--- src/inc/fifo_ctrl_pkg.sv ---
package fifo_ctrl_pkg;
    localparam int          DATA_W       = 8;
    localparam int          CNT_W        = 5;
    localparam logic [4:0]  QUEUE_DEPTH  = 5'h10;
    localparam logic [3:0]  PTR_RESET    = 4'h0;
    // Register word addresses (byte address = word index * 4)
    localparam logic [3:0]  ADDR_TX_CTRL = 4'h0;
    localparam logic [3:0]  ADDR_RX_CTRL = 4'h1;
    localparam logic [3:0]  ADDR_DATA    = 4'h2;
    localparam logic [3:0]  ADDR_STATUS  = 4'h3;
    localparam logic [3:0]  ADDR_MASK    = 4'h4;
    // Field positions, shared by both control registers except BIT_MODE_EN, which only the tx register has
    localparam int          BIT_MODE_EN  = 14;
    localparam int          BIT_Q_RST    = 13;
    localparam int          CNT_LSB      = 8;
    localparam int          BIT_FLAG     = 7;
    localparam int          BIT_CLR      = 6;
    localparam int          BIT_IEN      = 5;
    localparam logic [15:0] CTRL_RESET   = 16'h0000;
    localparam logic [4:0]  THRESH_RESET = 5'h00;
    localparam logic [1:0]  STATUS_RESET = 2'h0;
    localparam logic [1:0]  MASK_RESET   = 2'h0;

    typedef enum logic [1:0] {
        BUS_IDLE = 2'b00,
        BUS_ACK  = 2'b01
    } bus_state_t;
endpackage

--- src/inc/queue_if.sv ---
`timescale 1ns/10ps
`default_nettype none
interface queue_if;
    logic       push;
    logic       pop;
    logic       run;
    logic [7:0] wdata;
    logic [7:0] rdata;
    logic [4:0] count;
    modport owner (output push, output pop, output run, output wdata,
                   input rdata, input count);
    modport store (input push, input pop, input run, input wdata,
                   output rdata, output count);
endinterface : queue_if
`default_nettype wire

--- src/rtl/byte_queue.sv ---
`timescale 1ns/10ps
`default_nettype none
module byte_queue (
    // Clock and reset
    input  wire logic core_clk,
    input  wire logic reset_n,
    // Queue port
    queue_if.store    q
);
    import fifo_ctrl_pkg::*;

    logic [7:0] mem [16];
    logic [3:0] wr_ptr_reg;
    logic [3:0] rd_ptr_reg;
    logic [4:0] count_reg;
    wire        do_push = q.run && q.push && (count_reg != QUEUE_DEPTH);
    wire        do_pop  = q.run && q.pop && (count_reg != 5'h00);

    assign q.rdata = mem[rd_ptr_reg];
    assign q.count = count_reg;

    always_ff @(posedge core_clk) begin
        if (do_push) begin
            mem[wr_ptr_reg] <= q.wdata;
        end
    end

    // Held at pointer zero while not running
    always_ff @(posedge core_clk or negedge reset_n) begin
        if (!reset_n) begin
            wr_ptr_reg <= PTR_RESET;
            rd_ptr_reg <= PTR_RESET;
            count_reg  <= 5'h00;
        end else if (!q.run) begin
            wr_ptr_reg <= PTR_RESET;
            rd_ptr_reg <= PTR_RESET;
            count_reg  <= 5'h00;
        end else begin
            wr_ptr_reg <= wr_ptr_reg + 4'(do_push);
            rd_ptr_reg <= rd_ptr_reg + 4'(do_pop);
            count_reg  <= count_reg + 5'(do_push) - 5'(do_pop);
        end
    end
endmodule : byte_queue
`default_nettype wire

--- src/rtl/fifo_level_ctrl.sv ---
// Functional notes
// - Writing one to clear bit clears tx flag
// - Tx clear bit: zero ignored, reads zero
// - Tx request only when flag and enable
// - Tx flag sets when count at/below threshold
// - Rx reset bit zero holds rx queue empty
// - Rx reset bit one lets rx run
// - Rx count read in bits 12..8
// - Writing one to clear bit clears rx flag
// - Rx clear bit: zero ignored, reads zero
// - Rx request only when flag and enable
// - Rx flag sets when count at/above threshold
// - Rx bits 15..14 read zero
// - Queues run only with mode enable
// - Tx reset bit zero holds tx queue empty
// - Tx count read in bits 12..8
`timescale 1ns/10ps
`default_nettype none
module fifo_level_ctrl (
    // Clock and reset
    input  wire logic                 core_clk,
    input  wire logic                 reset_n,
    // Avalon-MM slave
    input  wire logic [3:0]           avs_address,
    input  wire logic                 avs_read,
    input  wire logic                 avs_write,
    input  wire logic [31:0]          avs_writedata,
    input  wire logic [3:0]           avs_byteenable,
    output logic      [31:0]          avs_readdata,
    output logic                      avs_waitrequest,
    // Shift logic side
    input  wire logic                 tx_take,
    output logic      [7:0]           tx_byte,
    output logic                      tx_byte_valid,
    input  wire logic                 rx_put,
    input  wire logic [7:0]           rx_byte,
    output logic                      rx_room,
    // Interrupts
    output logic                      tx_irq,
    output logic                      rx_irq,
    output logic                      irq
);
    import fifo_ctrl_pkg::*;

    queue_if txq ();
    queue_if rxq ();

    byte_queue u_txq (
        .core_clk (core_clk),
        .reset_n  (reset_n),
        .q        (txq.store)
    );
    byte_queue u_rxq (
        .core_clk (core_clk),
        .reset_n  (reset_n),
        .q        (rxq.store)
    );

    function automatic logic wr_lane(input logic [3:0] be, input int b);
        return be[b / 8];
    endfunction

    bus_state_t  bus_state_reg;
    logic        mode_en_reg;
    logic        tx_run_reg;
    logic        rx_run_reg;
    logic        tx_ien_reg;
    logic        rx_ien_reg;
    logic [4:0]  tx_thr_reg;
    logic [4:0]  rx_thr_reg;
    logic        tx_flag_reg;
    logic        rx_flag_reg;
    logic [1:0]  status_reg;
    logic [1:0]  mask_reg;
    logic [31:0] rdata_next;

    // Decode is registered one cycle: the request is answered in the ACK state
    wire acc      = (bus_state_reg == BUS_ACK);
    wire wr_fire  = acc && avs_write;
    wire rd_fire  = acc && avs_read;
    wire wr_tx    = wr_fire && (avs_address == ADDR_TX_CTRL);
    wire wr_rx    = wr_fire && (avs_address == ADDR_RX_CTRL);
    wire wr_data  = wr_fire && (avs_address == ADDR_DATA) && wr_lane(avs_byteenable, 0);
    wire wr_stat  = wr_fire && (avs_address == ADDR_STATUS) && wr_lane(avs_byteenable, 0);
    wire wr_mask  = wr_fire && (avs_address == ADDR_MASK) && wr_lane(avs_byteenable, 0);
    wire rd_data  = rd_fire && (avs_address == ADDR_DATA);
    wire lo_en    = wr_lane(avs_byteenable, 0);
    wire hi_en    = wr_lane(avs_byteenable, CNT_LSB);

    assign txq.run   = mode_en_reg && tx_run_reg;
    assign rxq.run   = mode_en_reg && rx_run_reg;
    assign txq.push  = wr_data;
    assign txq.wdata = avs_writedata[7:0];
    assign txq.pop   = tx_take;
    assign rxq.push  = rx_put;
    assign rxq.wdata = rx_byte;
    assign rxq.pop   = rd_data;

    wire tx_level  = txq.run && (txq.count <= tx_thr_reg);
    wire rx_level  = rxq.run && (rxq.count >= rx_thr_reg);
    wire tx_clr    = wr_tx && lo_en && avs_writedata[BIT_CLR];
    wire rx_clr    = wr_rx && lo_en && avs_writedata[BIT_CLR];
    wire tx_req    = tx_flag_reg && tx_ien_reg;
    wire rx_req    = rx_flag_reg && rx_ien_reg;
    wire [1:0] evt = {rx_level && !rx_flag_reg, tx_level && !tx_flag_reg};

    // Clear bit is never stored, so it always reads zero
    wire [15:0] tx_word = {1'b0, mode_en_reg, tx_run_reg, txq.count,
                           tx_flag_reg, 1'b0, tx_ien_reg, tx_thr_reg};
    wire [15:0] rx_word = {2'b00, rx_run_reg, rxq.count,
                           rx_flag_reg, 1'b0, rx_ien_reg, rx_thr_reg};

    always_comb begin
        rdata_next = 32'h0000_0000;
        unique case (avs_address)
            ADDR_TX_CTRL: rdata_next = {16'h0000, tx_word};
            ADDR_RX_CTRL: rdata_next = {16'h0000, rx_word};
            ADDR_DATA:    rdata_next = {24'h00_0000, rxq.rdata};
            ADDR_STATUS:  rdata_next = {30'h0000_0000, status_reg};
            ADDR_MASK:    rdata_next = {30'h0000_0000, mask_reg};
            default:      rdata_next = 32'h0000_0000;
        endcase
    end

    always_ff @(posedge core_clk or negedge reset_n) begin
        if (!reset_n) begin
            bus_state_reg   <= BUS_IDLE;
            avs_waitrequest <= 1'b1;
            avs_readdata    <= 32'h0000_0000;
        end else begin
            bus_state_reg   <= (!acc && (avs_read || avs_write)) ? BUS_ACK : BUS_IDLE;
            avs_waitrequest <= !(!acc && (avs_read || avs_write));
            avs_readdata    <= (!acc && avs_read) ? rdata_next : avs_readdata;
        end
    end

    always_ff @(posedge core_clk or negedge reset_n) begin
        if (!reset_n) begin
            mode_en_reg <= CTRL_RESET[BIT_MODE_EN];
            tx_run_reg  <= CTRL_RESET[BIT_Q_RST];
            tx_ien_reg  <= CTRL_RESET[BIT_IEN];
            tx_thr_reg  <= THRESH_RESET;
        end else begin
            if (wr_tx && hi_en) begin
                mode_en_reg <= avs_writedata[BIT_MODE_EN];
                tx_run_reg  <= avs_writedata[BIT_Q_RST];
            end
            if (wr_tx && lo_en) begin
                tx_ien_reg <= avs_writedata[BIT_IEN];
                tx_thr_reg <= avs_writedata[4:0];
            end
        end
    end

    // Threshold and release may share one write, which avoids a spurious flag
    always_ff @(posedge core_clk or negedge reset_n) begin
        if (!reset_n) begin
            rx_run_reg <= CTRL_RESET[BIT_Q_RST];
            rx_ien_reg <= CTRL_RESET[BIT_IEN];
            rx_thr_reg <= THRESH_RESET;
        end else begin
            if (wr_rx && hi_en) begin
                rx_run_reg <= avs_writedata[BIT_Q_RST];
            end
            if (wr_rx && lo_en) begin
                rx_ien_reg <= avs_writedata[BIT_IEN];
                rx_thr_reg <= avs_writedata[4:0];
            end
        end
    end

    // Level condition wins over a clear in the same cycle
    always_ff @(posedge core_clk or negedge reset_n) begin
        if (!reset_n) begin
            tx_flag_reg <= 1'b0;
            rx_flag_reg <= 1'b0;
        end else begin
            tx_flag_reg <= tx_level || (tx_flag_reg && !tx_clr);
            rx_flag_reg <= rx_level || (rx_flag_reg && !rx_clr);
        end
    end

    always_ff @(posedge core_clk or negedge reset_n) begin
        if (!reset_n) begin
            status_reg <= STATUS_RESET;
            mask_reg   <= MASK_RESET;
        end else begin
            status_reg <= evt | (status_reg & ~(wr_stat ? avs_writedata[1:0] : 2'b00));
            if (wr_mask) begin
                mask_reg <= avs_writedata[1:0];
            end
        end
    end

    always_ff @(posedge core_clk or negedge reset_n) begin
        if (!reset_n) begin
            tx_irq        <= 1'b0;
            rx_irq        <= 1'b0;
            irq           <= 1'b0;
            tx_byte       <= 8'h00;
            tx_byte_valid <= 1'b0;
            rx_room       <= 1'b0;
        end else begin
            tx_irq        <= tx_req;
            rx_irq        <= rx_req;
            irq           <= |(status_reg & mask_reg);
            tx_byte       <= txq.rdata;
            tx_byte_valid <= txq.run && (txq.count != 5'h00) && !tx_take;
            rx_room       <= rxq.run && (rxq.count < QUEUE_DEPTH - 5'h01) && !rx_put;
        end
    end
endmodule : fifo_level_ctrl
`default_nettype wire

--- config.mk ---
export PLATFORM = sky130hd
export DESIGN_NAME = fifo_level_ctrl
export DESIGN_NICKNAME = d
export VERILOG_FILES = /design/src/inc/fifo_ctrl_pkg.sv /design/src/inc/queue_if.sv /design/src/rtl/byte_queue.sv /design/src/rtl/fifo_level_ctrl.sv
export SDC_FILE = /design/constraint.sdc
export NUM_CORES = 1
export LEC_CHECK = 0
export ABC_AREA = 1
export BUFFER_PORTS_ARGS = -buffer_cell sky130_fd_sc_hd__buf_4
export CORE_ASPECT_RATIO = 1.75
export CORE_MARGIN = 8
export CORE_UTILIZATION = 32
export DETAILED_ROUTE_END_ITERATION = 10
export HOLD_SLACK_MARGIN = 0.02
export PLACE_DENSITY = 0.52
export SYNTH_ARGS = -nofsm -noshare
export SYNTH_HDL_FRONTEND = slang
export SYNTH_SLANG_ARGS = --single-unit
--- constraint.sdc ---
create_clock -name core_clk -period 3.84 [get_ports core_clk]
set_input_delay 0 -clock core_clk [delete_from_list [all_inputs] [get_ports core_clk]]
set_output_delay 0 -clock core_clk [all_outputs]
set_load 0.02 [all_outputs]
# Word level (Yosys, flattened, before mapping)
# Memories as Yosys holds them, arrays and structs flattened. A register that Yosys moved wholly into a read port is not among the register bits.
# Index checks and enable logic that the tools add are counted.
# classes
n_lt_le_gt_ge	3
addsub	8
eq_ne	7
mux	13
n_bitwise	4
reduce_logical	57
# ops
op	count
$pmux 15 s5	1
$logic_and 1x1->1	41
$add 4x1->4	4
$mux 4	4
$add 5x1->5	2
$mux 5	2
$ne 5x5->1 const B	2
$reduce_bool 5->1	2
$sub 5x1->5	2
$logic_not 1->1	9
$eq 4x2->1 const B	2
$ge 5x5->1	1
$le 5x5->1	1
$lt 5x4->1 const B	1
$mux 1	5
$and 2x2->2	2
$eq 4x1->1 const B	1
$eq 4x3->1 const B	1
$logic_not 4->1	1
$logic_or 1x1->1	3
$mux 2	1
$not 2->2	1
$or 2x2->2	1
$reduce_or 2->1	1
$eq 1x1->1 const B	1
# word_totals
word_cells	119
inputBits	54
out_inout_bits	46
mem_bits_rw	256
n_memories	2
reg_bits	86
# memory_table
memory	depth	width	read_ports	rd_ports_with_merged_regs	wr	line	source
u_rxq.mem	16	8	1	0	1	byte_queue.sv:12	logic [7:0] mem [16];
u_txq.mem	16	8	1	1	1	byte_queue.sv:12	

# Longest topological paths before layout
# logic_depth
word_depth	9
depth_mapped	16

# By module
# Synthesis repeated with hierarchy kept, for this count alone.
# hier_totals
cells_unflattened	1581
area_unflattened_um2	15376.0
# modules_own_cells
module	area_per_inst_um2	cells_each	n_inst
byte_queue at u_rxq	6348.6	631	1
byte_queue at u_txq	6343.6	631	1
fifo_level_ctrl	2683.8	319	1

# Worst setup path before layout
# Ideal clock, no wire load.
# synth_path
path_kind	register to register
startpoint	reg u_rxq.count_reg[2] (netlist: u_rxq.q.count[2])
endpoint	reg u_rxq.count_reg[4] (netlist: u_rxq.q.count[4])
required_ps	3708
path_slack_ps	1355
path_buffers	0
setup_ps	132
arrival_time_ps	2353
stages_incl_launch_ff	17
cell_sequence	dfrtp_1 inv_1 ha_1 nand3_1 o21ai_0 nor4_1 ha_1 inv_1 ha_1 inv_1 fa_1 inv_1 nand2_1 a21oi_1 nor2_1 xor2_1 nor2_1
# synth_via
elab_chain_len	5
# synth_lines
element	line	source
start: declaration	byte_queue.sv:15	logic [4:0] count_reg;
start signal: assignment	byte_queue.sv:41	count_reg <= count_reg + 5'(do_push) - 5'(do_pop);
$ne 5x5->1	byte_queue.sv:16	wire do_push = q.run && q.push && (count_reg != QUEUE_DEPTH);
$logic_and 1x1->1	byte_queue.sv:16	
$add 5x1->5	byte_queue.sv:41	
$sub 5x1->5 *	byte_queue.sv:41	
$mux 5 *	byte_queue.sv:34	end else if (!q.run) begin
# Every way passes the cells marked *; elsewhere a longest branch is shown, timed or not.
# A chain may end at the register's enable or synchronous reset.

# Worst setup path in the final report
# Ends and elaborated chain as after synthesis.

==> metrics.md <==
| Metric | Value |
|---|---|
| Status | finished clean |
| Crit path depth | 16 |
| Combinational Power Share | 4.6% |
| Die ar. | 52,950 um^2 |
| Sequential element share of the synthesized area | 65.90% |
| Register area | 9622 um^2 |
| Final Net Count | 1,532 |
| Post-place setup slack | around 940 ps |
| Max Fclk | 342.4 MHz |
| Crit end category | flip-flop |
| GRT Overall Usage | between 10% and 20% |
| M1 GR Usage | between 10% and 20% |
| Register bit total from synthesis | around 330 |
| Vias in the first global route | 9,516 |
| Antenna Nets Post-Route | 0 |
| Synthesized cell area | between 10,000 and 15,000 um^2 |
| Post-synth top area share | 52.69% |
| Final Util | 37.31% |
| Fin crit share | 76.05% |
| Critical path launch point type | flip-flop |
| Drt via density | 4.579 |
| Hold Slack | 159.2 ps |
| Initial DRC Count | 538 |
| Share of cells above drive strength 1 | 9.258% |
| Wire length per cell | 17.60 um |
| Cells on worst reg2reg path | 16 |
| P per Cell Area | 442.5 nW/um^2 |
| Setup TNS | 0 ps |
| # IOs | 100 |
| Most frequent cell after synthesis | nand2_1 |
| Initial antenna violation count | 0 |
| Routed via count | 9,373 |
| Multi-input logic area | 3989 um^2 |
| Met3 usage | 1.781% |
| H-tree levels | 1 |
| Worst-path clk slew | 70 ps |
| Tightest Hold Check Type | primary input to async pin |
| Dominant cells by area after synthesis | edfxtp_1 53%, dfrtp_1 13%, nand2_1 8.0% |
| Hold Fails Final Rpt | 0 |
| CP Max Fanout | 4 |
| Cell Int Power | between 5 and 6 mW |
| Fin. max-slew vios | 0 |
| Most frequent CP cell | inv_1 |
| Avg Inst Size Synth | 10.66 um^2 |
| Global-route wire length before repair | 54.43 mm |
| Global Route met2 Usage | 26.80% |
| CTS tree | yes |
| Worst setup path class | flip-flop to flip-flop |
| Synth Warn # | 0 |
| Sw Share | between 20% and 30% |
| # resized after CTS | 0 |
| GP Congestion | 0.8460 |
| DRT Wirelength | roughly 36 mm |
| Die width | ~180 um |
| Final setup vio count | 0 |
| CTS Buf Count | 31 |
| Worst Path Arrival | 3360 ps |
| Top delay family on crit path | adder cells |
| Clock power frac | between 40% and 50% |
| Slowest stage delay, CP | around 430 ps |
| Period minus WS final | 2920 ps |
| Filler cell count | 4,451 |
| CTS sink count | 333 |
| Dpl hpwl | 25.22 mm |
| Top post-synthesis cells by count | 312 x nand2_1, 256 x edfxtp_1, 164 x inv_1 |
| Remaining DRCs | 0 |
| CP bufs+invs | 4 |
| Largest regs | u_rxq.mem: 128 flops, u_txq.mem: 128 flops, avs_readdata: 15 flops |
| Chip height | 298.5 um |
| CP required | between 4000 and 5000 ps |
| Final setup margin | around 920 ps |
| Largest net degree at the start of global routing | 97 |
| Clock Path Buffers | 3 |
| Most Crowded Layer GR | met2 |
| CTS root buf | clkbuf_16 |
| IR drop worst, VDD | 356.2 uV |
| CP cell instances | inv_1 > ha_1 > nand3_1 > o21ai_0 > nor4_1 > ha_1 > inv_1 > ha_1 > inv_1 > fa_1 > inv_1 > nand2_1 > a21oi_1 > nor2_1 > xor2_1 > nor2_1 |
| Leakage | 6.688 nW |
| Net Switching | 1.591 mW |
| DR pass1 iterations | 5 |
| Cell taking the most area after synthesis | edfxtp_1 |
| Clock Latency Late Sink | 570 ps |
| Power Total | 7.447 mW |
| Core ar. | 45,110 um^2 |
| Prevailing post-synth register cell | edfxtp_1 |
| Post-synth cell types | 39 |
| Port bufs | 58 |
| Area Overhead vs Synth | 15.34% |
| Seq pwr share | 53.2% |
| Worst Max-Slew Pin Slew | 1089 ps |
| # Max-Cap Violations | 0 |
| Slowest stage cell, crit path | nor4_1 |
| Cell count after synthesis | 1,369 |
| # rows | about 100 |
| RSZ-0062 raised after global routing | no |
| Worst clock skew | 13.22 ps |
| GRT overflow | 0 |
| Number of synthesized flops with an enable pin | 256 |
| FFs w/ async S/R, synth | 23.12% |
| Slew margin rel. | 27.42% |
| Initial core utilization | 32.35% |
[cell families (layout without fill, tap and decap cells)]
family | count (synthesis) | in the layout | share of synthesized area, %
AND/OR/NAND/NOR | 567 | 567 | 16.18
buffers and inverters | 242 | 326 | 7.169
AO/OA/AOI/OAI | 187 | 187 | 7.384
multiplexers | 1 | 1 | 0.07717
XOR/XNOR | 4 | 4 | 0.2402
other | 1 | 18 | 0.02570
adder cells (fa/ha/maj) | 34 | 34 | 3.019
flip-flops | 333 | 333 | 65.90
[through the flow]
stage	instances	instance area [um^2]
2_1_floorplan	1385	14650
3_3_place_gp	1953	15440
3_5_place_dp	1953	15440
4_1_cts	2046	16830
5_1_grt	2046	16830
6_report	2047	16830
[final timing paths]
| path | startpoint | end | slack (ps) |
|---|---|---|---|
| worst max-delay path | u_rxq.q.count[2] | u_rxq.q.count[4] | 920 |
| worst min-delay path | reset_n | tx_byte[6] | 160 |
| worst max register to register | u_rxq.q.count[2] | u_rxq.q.count[4] | 920 |
| worst min register to register | rx_thr_reg[4] | rx_thr_reg[4] | 490 |
| max in group asynchronous | reset_n | u_txq.rd_ptr_reg[0] | 2840 |
| min in group core_clk | tx_take | tx_byte_valid | 160 |
[what timing repair did]
item,4_1_cts,5_1_grt
hold endpoints to repair,369,0
hold buffers,35,0
setup buffers,0,0
[cell type report]
cell class	instances	area share, %
diodes	1	0.01487
clock buffers	35	4.699
clock inverters	23	1.435
inverters	170	3.792
multi-input cells	810	23.70
flip-flops and latches	333	57.17
well taps	577	4.290
repair buffers	98	4.892
[cell usage in the layout, fill, tap and decap left out, types with 3 or more instances in the layout]
cell / netlist / routed
nand3_1: 112 / 112
inv_2: 3 / 3
nor2_2: 4 / 4
buf_4: 23 / 63
dfrtp_1: 76 / 73
a21boi_0: 4 / 4
clkinv_1: 3 / 12
o21ai_2: 6 / 6
nand2_2: 6 / 6
clkinv_2: 0 / 4
dlygate4sd3_1: 0 / 35
a21oi_1: 53 / 53
ha_1: 32 / 32
nor3_1: 3 / 3
bufinv_16: 0 / 5
nand4_1: 10 / 10
o21ai_0: 75 / 75
clkbuf_16: 0 / 31
o211ai_1: 33 / 33
clkbuf_1: 15 / 4
conb_1: 1 / 17
edfxtp_1: 256 / 256
nor2_1: 115 / 115
o22ai_1: 9 / 9
a31oi_1: 3 / 3
inv_1: 164 / 164
nand2_1: 312 / 312
[power by group through the flow]
stage	sequential [mW]	clock, mW	combinational [mW]
6_report	3.96	3.14	0.340
3_5_place_dp	4.04	0	0.309
2_1_floorplan	4.04	0	0.152
3_3_place_gp	4.04	0	0.299
5_1_grt	3.97	3.33	0.377
4_1_cts	3.96	3.23	0.348
[per-layer routing]
metal	up-vias	share of wire, %
li1	4705	-
met1	4427	37
met2	177	57
met3	64	3.4
met4	0	3.2
met5	-	0
(Power assumes the default switching activity.)
